`src/design/rtlr_pkg.sv`:
```
// package: offsets, reset values, field layouts and carriers of the bank
package rtlr_pkg;

  // register indices; the byte address is four times the index
  localparam logic [7:0] IDX_HIGH_MSB     = 8'h07;
  localparam logic [7:0] IDX_LOW_MSB      = 8'h08;
  localparam logic [7:0] IDX_HIGH_MSB_ALT = 8'h0D;
  localparam logic [7:0] IDX_LOW_MSB_ALT  = 8'h0E;
  localparam logic [7:0] IDX_OFFSET_MSB   = 8'h11;
  localparam logic [7:0] IDX_OFFSET_LSB   = 8'h12;
  localparam logic [7:0] IDX_HIGH_LSB     = 8'h13;
  localparam logic [7:0] IDX_LOW_LSB      = 8'h14;
  localparam logic [7:0] IDX_CRIT         = 8'h19;
  localparam logic [7:0] IDX_CONFIG       = 8'h40;
  localparam logic [7:0] IDX_ENH_CONFIG   = 8'h41;

  // values after reset
  localparam logic [7:0] RST_HIGH_MSB   = 8'h55;
  localparam logic [7:0] RST_LOW_MSB    = 8'h00;
  localparam logic [7:0] RST_OFFSET_MSB = 8'h00;
  localparam logic [2:0] RST_FRACTION   = 3'h0;
  localparam logic [7:0] RST_CRIT       = 8'h6E;
  localparam logic       RST_OVERRIDE   = 1'b1;
  localparam logic       RST_FORMAT_SELECT = 1'b0;

  // field positions
  localparam int FRAC_HI      = 7;   // fraction field is bits 7:5
  localparam int FRAC_LO      = 5;
  localparam int OVERRIDE_BIT = 1;   // in the configuration register
  localparam int FORMAT_SELECT_BIT = 0; // enhanced configuration register

  // apb request from the master
  typedef struct packed {
    logic        psel;
    logic        penable;
    logic        pwrite;
    logic [11:0] paddr;
    logic [31:0] pwdata;
  } rtlr_apb_req_t;

  // limits decoded to signed twelfth-bit eighths of a degree
  typedef struct packed {
    logic [11:0] high;
    logic [11:0] low;
    logic [11:0] crit;
  } rtlr_limits_t;

endpackage

```
`src/design/rtlr_offset_adder.sv`:
```
// offset adder: registered reading plus signed offset, saturated
`timescale 1ns/1ps
module rtlr_offset_adder (
  input  wire logic        clk_sys_in,
  input  wire logic        rst_n_in,
  input  wire logic [11:0] reading_in,
  input  wire logic [10:0] offset_in,
  output logic      [11:0] corrected_out
);

  logic [12:0] sum;
  logic [11:0] corrected_ff;
  logic [11:0] nxt_corrected;

  // thirteen-bit sum keeps the carry so overflow can be seen
  assign sum = {reading_in[11], reading_in} +
               {{2{offset_in[10]}}, offset_in};

  // clamp instead of wrapping, a wrap would flip hot into cold
  assign nxt_corrected = (sum[12] == sum[11]) ? sum[11:0] :
                         (sum[12] ? 12'h800 : 12'h7FF);

  always_ff @(posedge clk_sys_in or negedge rst_n_in) begin
    if (!rst_n_in) begin
      corrected_ff <= 12'h000;
    end else begin
      corrected_ff <= nxt_corrected;
    end
  end

  assign corrected_out = corrected_ff;

endmodule

```
`src/design/rtlr_limit_regs.sv`:
```
// register bank for remote offset and limits behind an apb slave
//
// What this block does
// - the signed offset pair is added to the reading, msb resets to 0.
// - offset, high and low lsb bits 4:0 ignore writes and read as 0.
// - high limit is msb plus lsb bits 7:5, reset 85 degrees (0x55).
// - high limit is unsigned or signed as the format select bit says.
// - low limit is signed, msb plus lsb bits 7:5, reset 0 degrees.
// - critical limit is one read-write byte resetting to 0x6E (110).
// - signed format: msb bit 7 sign, bit 0 one degree, lsb 7:5 to 1/8.
// - unsigned format: msb bit 7 weighs 128, fraction bits as signed.
`timescale 1ns/1ps
module rtlr_limit_regs (
  input  wire logic                   clk_sys_in,
  input  wire logic                   rst_n_in,
  input  wire rtlr_pkg::rtlr_apb_req_t apb_req_in,
  output logic                        pready_out,
  output logic                        pslverr_out,
  output logic [31:0]                 prdata_out,
  input  wire logic [11:0]            remote_reading_in,
  output logic [11:0]                 corrected_reading_out,
  output rtlr_pkg::rtlr_limits_t      limits_out,
  output logic                        critical_limit_override_out,
  output logic                        unsigned_format_select_out
);

  // msb plus 3-bit fraction to signed eighths; unsigned zero-extends
  function automatic logic [11:0] to_eighths(input logic [7:0] msb,
                                             input logic [2:0] frac,
                                             input logic       unsgn);
    to_eighths = {unsgn ? 1'b0 : msb[7], msb, frac};
  endfunction

  // stored fields
  logic [7:0]  high_limit_upper_bits_ff;
  logic [2:0]  high_limit_fraction_bits_ff;
  logic [7:0]  low_limit_upper_bits_ff;
  logic [2:0]  low_limit_fraction_bits_ff;
  logic [7:0]  remote_offset_bits_ff;
  logic [2:0]  offset_fraction_bits_ff;
  logic [7:0]  critical_limit_bits_ff;
  logic        override_ff;
  logic        unsigned_format_select_ff;
  // bus answer and decoded limits
  logic        pready_ff;
  logic        pslverr_ff;
  logic [31:0] prdata_ff;
  rtlr_pkg::rtlr_limits_t limits_ff;
  rtlr_pkg::rtlr_limits_t nxt_limits;

  // address decode
  wire         setup_phase;
  wire         access_done;
  wire         do_write;
  wire [7:0]   idx;
  wire         addr_ok;
  wire         hit_high_msb;
  wire         hit_low_msb;
  wire         hit_off_msb;
  wire         hit_off_lsb;
  wire         hit_high_lsb;
  wire         hit_low_lsb;
  wire         hit_crit;
  wire         hit_cfg;
  wire         hit_enh;
  wire         mapped;
  wire [7:0]   rd_byte;
  wire [2:0]   wr_frac;
  // per-register write strobes, each true only at a completing write edge
  wire         wr_high_msb;
  wire         wr_high_lsb;
  wire         wr_low_msb;
  wire         wr_low_lsb;
  wire         wr_off_msb;
  wire         wr_off_lsb;
  wire         wr_crit;
  wire         wr_cfg;
  wire         wr_enh;

  assign setup_phase = apb_req_in.psel & ~apb_req_in.penable;
  assign access_done = apb_req_in.psel & apb_req_in.penable & pready_ff;
  assign do_write    = access_done & apb_req_in.pwrite & ~pslverr_ff;
  // only aligned word addresses in the low kilobyte decode
  assign addr_ok     = (apb_req_in.paddr[1:0] == 2'b00) &
                       (apb_req_in.paddr[11:10] == 2'b00);
  assign idx         = apb_req_in.paddr[9:2];

  // primary and alternate indices land on one storage
  assign hit_high_msb = addr_ok & ((idx == rtlr_pkg::IDX_HIGH_MSB) |
                        (idx == rtlr_pkg::IDX_HIGH_MSB_ALT));
  assign hit_low_msb  = addr_ok & ((idx == rtlr_pkg::IDX_LOW_MSB) |
                        (idx == rtlr_pkg::IDX_LOW_MSB_ALT));
  assign hit_off_msb  = addr_ok & (idx == rtlr_pkg::IDX_OFFSET_MSB);
  assign hit_off_lsb  = addr_ok & (idx == rtlr_pkg::IDX_OFFSET_LSB);
  assign hit_high_lsb = addr_ok & (idx == rtlr_pkg::IDX_HIGH_LSB);
  assign hit_low_lsb  = addr_ok & (idx == rtlr_pkg::IDX_LOW_LSB);
  assign hit_crit     = addr_ok & (idx == rtlr_pkg::IDX_CRIT);
  assign hit_cfg      = addr_ok & (idx == rtlr_pkg::IDX_CONFIG);
  assign hit_enh      = addr_ok & (idx == rtlr_pkg::IDX_ENH_CONFIG);
  assign mapped = hit_high_msb | hit_low_msb | hit_off_msb | hit_off_lsb |
                  hit_high_lsb | hit_low_lsb | hit_crit | hit_cfg | hit_enh;

  // only bits 7:5 of a fraction write are kept, the rest is dropped
  assign wr_frac = apb_req_in.pwdata[rtlr_pkg::FRAC_HI:rtlr_pkg::FRAC_LO];

  // strobes gate the decode with the completing access, so a refused
  // or still-waiting transfer can never touch the storage
  assign wr_high_msb = do_write & hit_high_msb;
  assign wr_high_lsb = do_write & hit_high_lsb;
  assign wr_low_msb  = do_write & hit_low_msb;
  assign wr_low_lsb  = do_write & hit_low_lsb;
  assign wr_off_msb  = do_write & hit_off_msb;
  assign wr_off_lsb  = do_write & hit_off_lsb;
  assign wr_crit     = do_write & hit_crit;
  assign wr_cfg      = do_write & hit_cfg;
  assign wr_enh      = do_write & hit_enh;

  // read mux; unused low fraction bits come back as zero
  assign rd_byte =
    hit_high_msb ? high_limit_upper_bits_ff :
    hit_low_msb  ? low_limit_upper_bits_ff :
    hit_off_msb  ? remote_offset_bits_ff :
    hit_off_lsb  ? {offset_fraction_bits_ff, 5'h00} :
    hit_high_lsb ? {high_limit_fraction_bits_ff, 5'h00} :
    hit_low_lsb  ? {low_limit_fraction_bits_ff, 5'h00} :
    hit_crit     ? critical_limit_bits_ff :
    hit_cfg      ? {6'h00, override_ff, 1'b0} :
    hit_enh      ? {7'h00, unsigned_format_select_ff} : 8'h00;

  // answer: read data is caught in setup, pready rises for one access cycle
  always_ff @(posedge clk_sys_in or negedge rst_n_in) begin
    if (!rst_n_in) begin
      pready_ff  <= 1'b0;
      pslverr_ff <= 1'b0;
      prdata_ff  <= 32'h0000_0000;
    end else begin
      pready_ff  <= setup_phase;
      pslverr_ff <= setup_phase & ~mapped;
      if (setup_phase) begin
        prdata_ff <= {24'h00_0000, rd_byte};
      end
    end
  end

  // limit storage; a write lands at the completing access edge
  always_ff @(posedge clk_sys_in or negedge rst_n_in) begin
    if (!rst_n_in) begin
      high_limit_upper_bits_ff    <= rtlr_pkg::RST_HIGH_MSB;
      high_limit_fraction_bits_ff <= rtlr_pkg::RST_FRACTION;
      low_limit_upper_bits_ff     <= rtlr_pkg::RST_LOW_MSB;
      low_limit_fraction_bits_ff  <= rtlr_pkg::RST_FRACTION;
      critical_limit_bits_ff      <= rtlr_pkg::RST_CRIT;
    end else begin
      if (wr_high_msb) high_limit_upper_bits_ff <= apb_req_in.pwdata[7:0];
      if (wr_high_lsb) high_limit_fraction_bits_ff <= wr_frac;
      if (wr_low_msb)  low_limit_upper_bits_ff <= apb_req_in.pwdata[7:0];
      if (wr_low_lsb)  low_limit_fraction_bits_ff <= wr_frac;
      if (wr_crit)     critical_limit_bits_ff <= apb_req_in.pwdata[7:0];
    end
  end

  // offset pair; kept apart from the limits, it feeds the adder directly
  always_ff @(posedge clk_sys_in or negedge rst_n_in) begin
    if (!rst_n_in) begin
      remote_offset_bits_ff   <= rtlr_pkg::RST_OFFSET_MSB;
      offset_fraction_bits_ff <= rtlr_pkg::RST_FRACTION;
    end else begin
      if (wr_off_msb) remote_offset_bits_ff   <= apb_req_in.pwdata[7:0];
      if (wr_off_lsb) offset_fraction_bits_ff <= wr_frac;
    end
  end

  // configuration bits: override flag and format select
  always_ff @(posedge clk_sys_in or negedge rst_n_in) begin
    if (!rst_n_in) begin
      override_ff               <= rtlr_pkg::RST_OVERRIDE;
      unsigned_format_select_ff <= rtlr_pkg::RST_FORMAT_SELECT;
    end else begin
      if (wr_cfg) begin
        override_ff <= apb_req_in.pwdata[rtlr_pkg::OVERRIDE_BIT];
      end
      if (wr_enh) begin
        unsigned_format_select_ff <=
          apb_req_in.pwdata[rtlr_pkg::FORMAT_SELECT_BIT];
      end
    end
  end

  // limit decode; high and critical follow format select, low is signed
  assign nxt_limits.high = to_eighths(high_limit_upper_bits_ff,
                                      high_limit_fraction_bits_ff,
                                      unsigned_format_select_ff);
  assign nxt_limits.low  = to_eighths(low_limit_upper_bits_ff,
                                      low_limit_fraction_bits_ff,
                                      1'b0);
  assign nxt_limits.crit = to_eighths(critical_limit_bits_ff, 3'h0,
                                      unsigned_format_select_ff);

  // registered so that downstream comparators see flop outputs
  always_ff @(posedge clk_sys_in or negedge rst_n_in) begin
    if (!rst_n_in) begin
      limits_ff <= '0;
    end else begin
      limits_ff <= nxt_limits;
    end
  end

  // offset pair joins into one eleven-bit signed correction
  rtlr_offset_adder u_offset_adder (
    .clk_sys_in    (clk_sys_in),
    .rst_n_in      (rst_n_in),
    .reading_in    (remote_reading_in),
    .offset_in     ({remote_offset_bits_ff, offset_fraction_bits_ff}),
    .corrected_out (corrected_reading_out)
  );

  assign pready_out                  = pready_ff;
  assign pslverr_out                 = pslverr_ff;
  assign prdata_out                  = prdata_ff;
  assign limits_out                  = limits_ff;
  assign critical_limit_override_out = override_ff;
  assign unsigned_format_select_out  = unsigned_format_select_ff;

endmodule

```
`config.mk`:
```
export PLATFORM = sky130hd
export DESIGN_NAME = rtlr_limit_regs
export DESIGN_NICKNAME = d
export VERILOG_FILES = /design/src/design/rtlr_pkg.sv /design/src/design/rtlr_offset_adder.sv /design/src/design/rtlr_limit_regs.sv
export SDC_FILE = /design/constraint.sdc
export NUM_CORES = 1
export LEC_CHECK = 0
export ABC_CLOCK_PERIOD_IN_PS = 4800
export BUFFER_PORTS_ARGS = -buffer_cell sky130_fd_sc_hd__buf_2
export CAP_MARGIN = 25
export CORE_MARGIN = 2
export CORE_UTILIZATION = 55
export CTS_CLUSTER_SIZE = 8
export DETAILED_ROUTE_END_ITERATION = 12
export MAX_ROUTING_LAYER = met4
export PLACE_DENSITY = 0.85
export SLEW_MARGIN = 20
export SYNTH_ARGS = -nofsm -noshare
export SYNTH_HDL_FRONTEND = slang
export SYNTH_SLANG_ARGS = --single-unit
```
`constraint.sdc`:
```
create_clock -name clk_sys_in -period 4.8 [get_ports clk_sys_in]
set_input_delay 1.2 -clock clk_sys_in [delete_from_list [all_inputs] [get_ports clk_sys_in]]
set_output_delay 1.2 -clock clk_sys_in [all_outputs]
set_load 0.1 [all_outputs]
```
==> results of run 1 <==
routing by layer:
metal / global-route usage, % / vias to the layer above / part of all wire (%)
met5: - / - / 0
met4: 11.7 / 0 / 2.7
met3: 4.39 / 30 / 6.8
met2: 36.6 / 160 / 49
met1: 31.1 / 1675 / 41
li1: - / 1575 / -
logic make-up after synthesis:
logic type | after synthesis | synth area share [%]
flip-flops | 97 | 52.1
AO/OA/AOI/OAI | 95 | 13.9
multiplexers | 45 | 10.8
adder cells (fa/ha/maj) | 17 | 4.49
other | 1 | 0.0801
AND/OR/NAND/NOR | 76 | 10.8
buffers and inverters | 45 | 6.01
XOR/XNOR | 10 | 1.87
metrics by stage:
| step | utilization (%) | worst slack [ps] | total power, uW | instance area, um2 |
|---|---|---|---|---|
| global route | 64.8 | 1190 | 1730 | 5330 |
| global placement | 62.5 | 1060 | 1180 | 5140 |
| CTS | 64.8 | 1380 | 1680 | 5330 |
| finish | 64.8 | 1350 | 1660 | 5330 |
| floorplan | - | 1490 | 1130 | 4780 |
| detailed placement | 62.5 | 1020 | 1190 | 5140 |
worst min-delay path by stage:
stage | end | cells after the start
after CTS | limits_out[26] | 0
after global placement | limits_out[26] | 0
final | limits_out[26] | 0
after detailed placement | limits_out[26] | 0
after floorplan | limits_out[26] | 0
after global routing | limits_out[26] | 0
cell type report:
class                   instances  share of cell area [%]
flip-flops and latches         97                    45.8
multi-input cells             270                    38.7
repair buffers                 95                    9.07
clock buffers                  10                    2.58
well taps                     105                    2.47
clock inverters                 6                   0.940
inverters                       6                   0.423
power groups by stage:
stage	clock network [uW]	logic (uW)	registers (uW)
2_1_floorplan	0	166	967
3_3_place_gp	0	328	854
3_5_place_dp	0	333	854
4_1_cts	503	334	838
5_1_grt	539	350	840
6_report	492	333	838
worst max-delay path, cell delays in order:
cell and delay, ps:
buf_2 110, ha_1 230, fa_1 430, a211oi_1 290, o21ai_0 180, a21o_1 230, a31oi_1 500, o21ai_0 270
o22a_1 260
registers in the layout, summed over array words and instances, names as in the netlist, 3 cells and up:
signal,flops
critical_limit_bits_ff,8
high_limit_fraction_bits_ff,3
high_limit_upper_bits_ff,8
limits_out,32
low_limit_fraction_bits_ff,3
low_limit_upper_bits_ff,8
offset_fraction_bits_ff,3
prdata_out,8
remote_offset_bits_ff,8
u_offset_adder.corrected_out,12
cells in the mapped netlist, drive strengths merged, types with 3 or more instances:
cell type	n
a31oi	6
inv	5
nor2b	4
nand4	4
or4	3
a22oi	9
xor2	6
dfrtp	87
ha	12
dfstp	10
o21ai	18
nand2b	6
a21oi	20
a2bb2oi	5
o22ai	5
a21o	6
nand3	6
nand2	11
nor3	12
xnor2	4
nor2	16
o211ai	4
clkbuf	9
buf	30
maj3	4
mux2	43
a211oi	3
nor4	4
==> impl_metrics.json, run 1 <==
{
  "diodes": 0,
  "yosysWarnings": 0,
  "synth_area_um2": 4680,
  "post_drt_via_cell_ratio": 5.84,
  "hold-worst-slack_ps": 399,
  "final_antenna_net_count": 0,
  "first_global_vias": 3303,
  "internal-power_uw": 1090,
  "post_cts_buffers": 0,
  "layout_common_cells": "buf_2, dfrtp_1, mux2_2, conb_1, a21oi_1",
  "hold_viol": 0,
  "wl_per_cell_um": 17.6,
  "fin_cells": 589,
  "p_switching_uw": 574,
  "gp_congestion": 0.929,
  "die_h_um": 96.3,
  "combPwrFrac_pct": 20.0,
  "cts_sinks": 97,
  "grt_pass1_wl_mm": 16.2,
  "period_share_pct": 71.8,
  "via_count": 3440,
  "antenna_found_initial": 0,
  "grt_max_degree": 63,
  "track_usage_pct": 24.0,
  "overflow": 0,
  "boundaryPins": 145,
  "rr_endpoint": "u_offset_adder.corrected_out[8]",
  "drive_above_1_share_pct": 36.4,
  "synth_seq_area_share_pct": 52.1,
  "n_fill_cell": 630,
  "start_kind": "input pin",
  "synth-seq-cells": 97,
  "crit_arrival_ps": 3690,
  "status": "finished clean",
  "clk_latency_ps": 350,
  "drc": 0,
  "fmax_mhz": 290,
  "peakVddDrop_v": 0.000140,
  "register_area_um2": 2440,
  "cts_tree": "yes",
  "hold_path.class": "register to register",
  "synth.top_cell.area_share_pct": 46.5,
  "skew_ps": 13.4,
  "critPathMaxFanout": 8,
  "cts_max_path_buffers": 2,
  "ys_types": 68,
  "drv_slew": 0,
  "setup_violations": 0,
  "period_minus_slack_ps": 3450,
  "drv_cap": 0,
  "crit_path_end": "u_offset_adder.corrected_out[8]",
  "finalWirelength_mm": 10.4,
  "reg2reg_depth": 8,
  "initial_core_util_pct": 57.0,
  "syn_area_per_cell_um2": 12.1,
  "worstSetupStartpoint": "remote_reading_in[0]",
  "placedCellCount": 573,
  "power_leakage_uw": 0.00268,
  "cp.required_ps": 5050,
  "yosys_most_used_dff": "dfrtp_1",
  "row_count": 33,
  "hold_buffers": 0,
  "dieArea_um2": 9270,
  "relSlewSlack_pct": 49.0,
  "die_w_um": 96.3,
  "ys_async_sr_fraction_pct": 100,
  "p_seq_share_pct": 50.4,
  "cts_inserted_buffers": 9,
  "finalSetupTns_ps": 0,
  "numPortBuffers": 93,
  "power.density_nw_per_um2": 312,
  "rr_startpoint": "offset_fraction_bits_ff[0]",
  "post-dp-hpwl_mm": 7.73,
  "cts_resized": 0,
  "cts-root-buf": "clkbuf_8",
  "path_clk_slew_ps": 100,
  "hold_path.startpoint": "high_limit_fraction_bits_ff[2]",
  "synthTopCellsByArea": "dfrtp_1, mux2_2, dfstp_2",
  "synth_top_cell_by_area": "dfrtp_1",
  "firstDrtPassIters": 5,
  "fin_nets": 553,
  "worstSetupEndpointType": "register",
  "rrSetupSlack_ps": 1900,
  "area_growth_pct": 13.7,
  "multi_input_area_um2": 2060,
  "p_clk_share_pct": 29.6,
  "drt_iter0_markers": 202,
  "grt_setup_unrepaired": "no",
  "max_slew.worst_pin.slew_ps": 765,
  "coreArea_um2": 8220,
  "swShare_pct": 34.5,
  "synthCells": 386,
  "worstSetupPathType": "input pin to register",
  "cts.htree.levels": 3,
  "mostFrequentLayoutCell": "buf_2",
  "synth-edff-count": 0
}
Note: power is estimated with default switching activity, not from simulation.
==> run 2, diff against run 1 <==
- ABC_CLOCK_PERIOD_IN_PS: 4800 -> 3400
- CORE_UTILIZATION: 55 -> 51
- PLACE_DENSITY: 0.85 -> 0.8
- clock period: 4.8 -> 3.4 ns (I/O delays scaled with it)
==> impl_metrics.json, run 2 (synthesized netlist as in run 1, its figures left out) <==
{
  "numPortBuffers": 93,
  "drv_cap": 0,
  "wl_per_cell_um": 17.5,
  "skew_ps": 12.9,
  "hold_viol": 0,
  "drv_slew": 0,
  "start_kind": "input pin",
  "antenna_found_initial": 0,
  "grt_max_degree": 98,
  "die_h_um": 99.8,
  "drc": 0,
  "path_clk_slew_ps": 90,
  "post_cts_buffers": 0,
  "post_drt_via_cell_ratio": 5.72,
  "first_global_vias": 3370,
  "combPwrFrac_pct": 19.1,
  "grt_setup_unrepaired": "no",
  "drive_above_1_share_pct": 37.1,
  "overflow": 0,
  "row_count": 34,
  "initial_core_util_pct": 53.2,
  "cts_tree": "yes",
  "mostFrequentLayoutCell": "buf_2",
  "power.density_nw_per_um2": 459,
  "finalSetupTns_ps": 0,
  "period_share_pct": 83.4,
  "post-dp-hpwl_mm": 7.77,
  "final_antenna_net_count": 0,
  "cp.required_ps": 3630,
  "cts-root-buf": "clkbuf_8",
  "cts_sinks": 97,
  "layout_common_cells": "buf_2, dfrtp_1, mux2_2, conb_1, a21oi_1",
  "dieArea_um2": 9970,
  "drt_iter0_markers": 200,
  "crit_arrival_ps": 3070,
  "largest_register_ffs": 32,
  "firstDrtPassIters": 5,
  "fin_nets": 559,
  "via_count": 3422,
  "hold_path.startpoint": "high_limit_fraction_bits_ff[2]",
  "status": "finished clean",
  "cts.htree.levels": 3,
  "critPathMaxFanout": 6,
  "rr_startpoint": "offset_fraction_bits_ff[0]",
  "worstSetupPathType": "input pin to register",
  "hold_buffers": 0,
  "period_minus_slack_ps": 2840,
  "coreArea_um2": 8810,
  "power_leakage_uw": 0.00274,
  "cts_resized": 0,
  "p_seq_share_pct": 47.5,
  "boundaryPins": 145,
  "track_usage_pct": 22.3,
  "finalWirelength_mm": 10.5,
  "swShare_pct": 33.0,
  "fmax_mhz": 353,
  "diodes": 0,
  "area_growth_pct": 15.7,
  "hold_path.class": "register to register",
  "setup_violations": 0,
  "clk_latency_ps": 360,
  "max_slew.worst_pin.slew_ps": 544,
  "n_fill_cell": 712,
  "p_clk_share_pct": 33.4,
  "gp_congestion": 0.908,
  "worstSetupStartpoint": "remote_reading_in[0]",
  "die_w_um": 99.8,
  "cts_inserted_buffers": 9,
  "relSlewSlack_pct": 63.5,
  "cts_max_path_buffers": 2,
  "grt_pass1_wl_mm": 16.9,
  "p_switching_uw": 822,
  "worstSetupEndpointType": "register",
  "peakVddDrop_v": 0.000308,
  "power.total_uw": 2490,
  "internal-power_uw": 1670
}
-- run 2: routing by layer --
metal / track usage (%) / vias up / part of all wire [%] / wire [um]
met4: 7.59 / 0 / 1.7 / 183
met1: 28.6 / 1676 / 43 / 4540
li1: - / 1586 / - / -
met5: - / - / 0 / 0
met2: 36.3 / 141 / 49 / 5130
met3: 3.62 / 19 / 6.0 / 631
-- run 2: layout make-up --
cell class / instances / area [um2] / area share [%]
clock inverter: 7 / 98.8 / 1.82
tap: 108 / 135 / 2.49
sequential: 97 / 2440 / 45.0
multi-input combinational: 270 / 2060 / 38.0
inverter: 6 / 22.5 / 0.415
timing repair buffer: 101 / 541 / 9.97
clock buffer: 9 / 124 / 2.28
-- run 2: worst paths after layout --
kind                            depth (start not counted)  slack [ps]                               to
min in group asynchronous                               2         530                   limits_out[11]
worst max register to register                          9         770  u_offset_adder.corrected_out[9]
worst min-delay path                                    0         400                   limits_out[26]
worst min register to register                          0         400                   limits_out[26]
worst max-delay path                                   10         560  u_offset_adder.corrected_out[9]
max in group asynchronous                               2        2460        critical_limit_bits_ff[1]
-- run 2: power by group through the flow --
stage                     clock network [uW]  registers [uW]  logic [uW]
after CTS                                845            1180         476
after floorplan                            0            1370         234
after global routing                     897            1190         497
final                                    831            1180         476
after global placement                     0            1210         468
after detailed placement                   0            1210         475
-- run 2: worst max-delay path: stages --
cell	delay [ps]
buf_2	100
ha_1	220
fa_1	440
a211oi_1	300
o21ai_0	170
a21o_1	230
a31oi_1	300
buf_4	200
o21ai_0	80
o32a_1	170
-- run 2: through the flow --
stage                     hold slack, ps  setup WS, ps  instances  instance area [um2]  utilization [%]
after detailed placement             385           254        582                 5200             59.0
after CTS                            396           611        598                 5420             61.6
after global placement               377           333        582                 5200             59.0
after global routing                 410           460        598                 5420             61.6
after floorplan                      361           439        412                 4780                -
final                                396           565        598                 5420             61.6
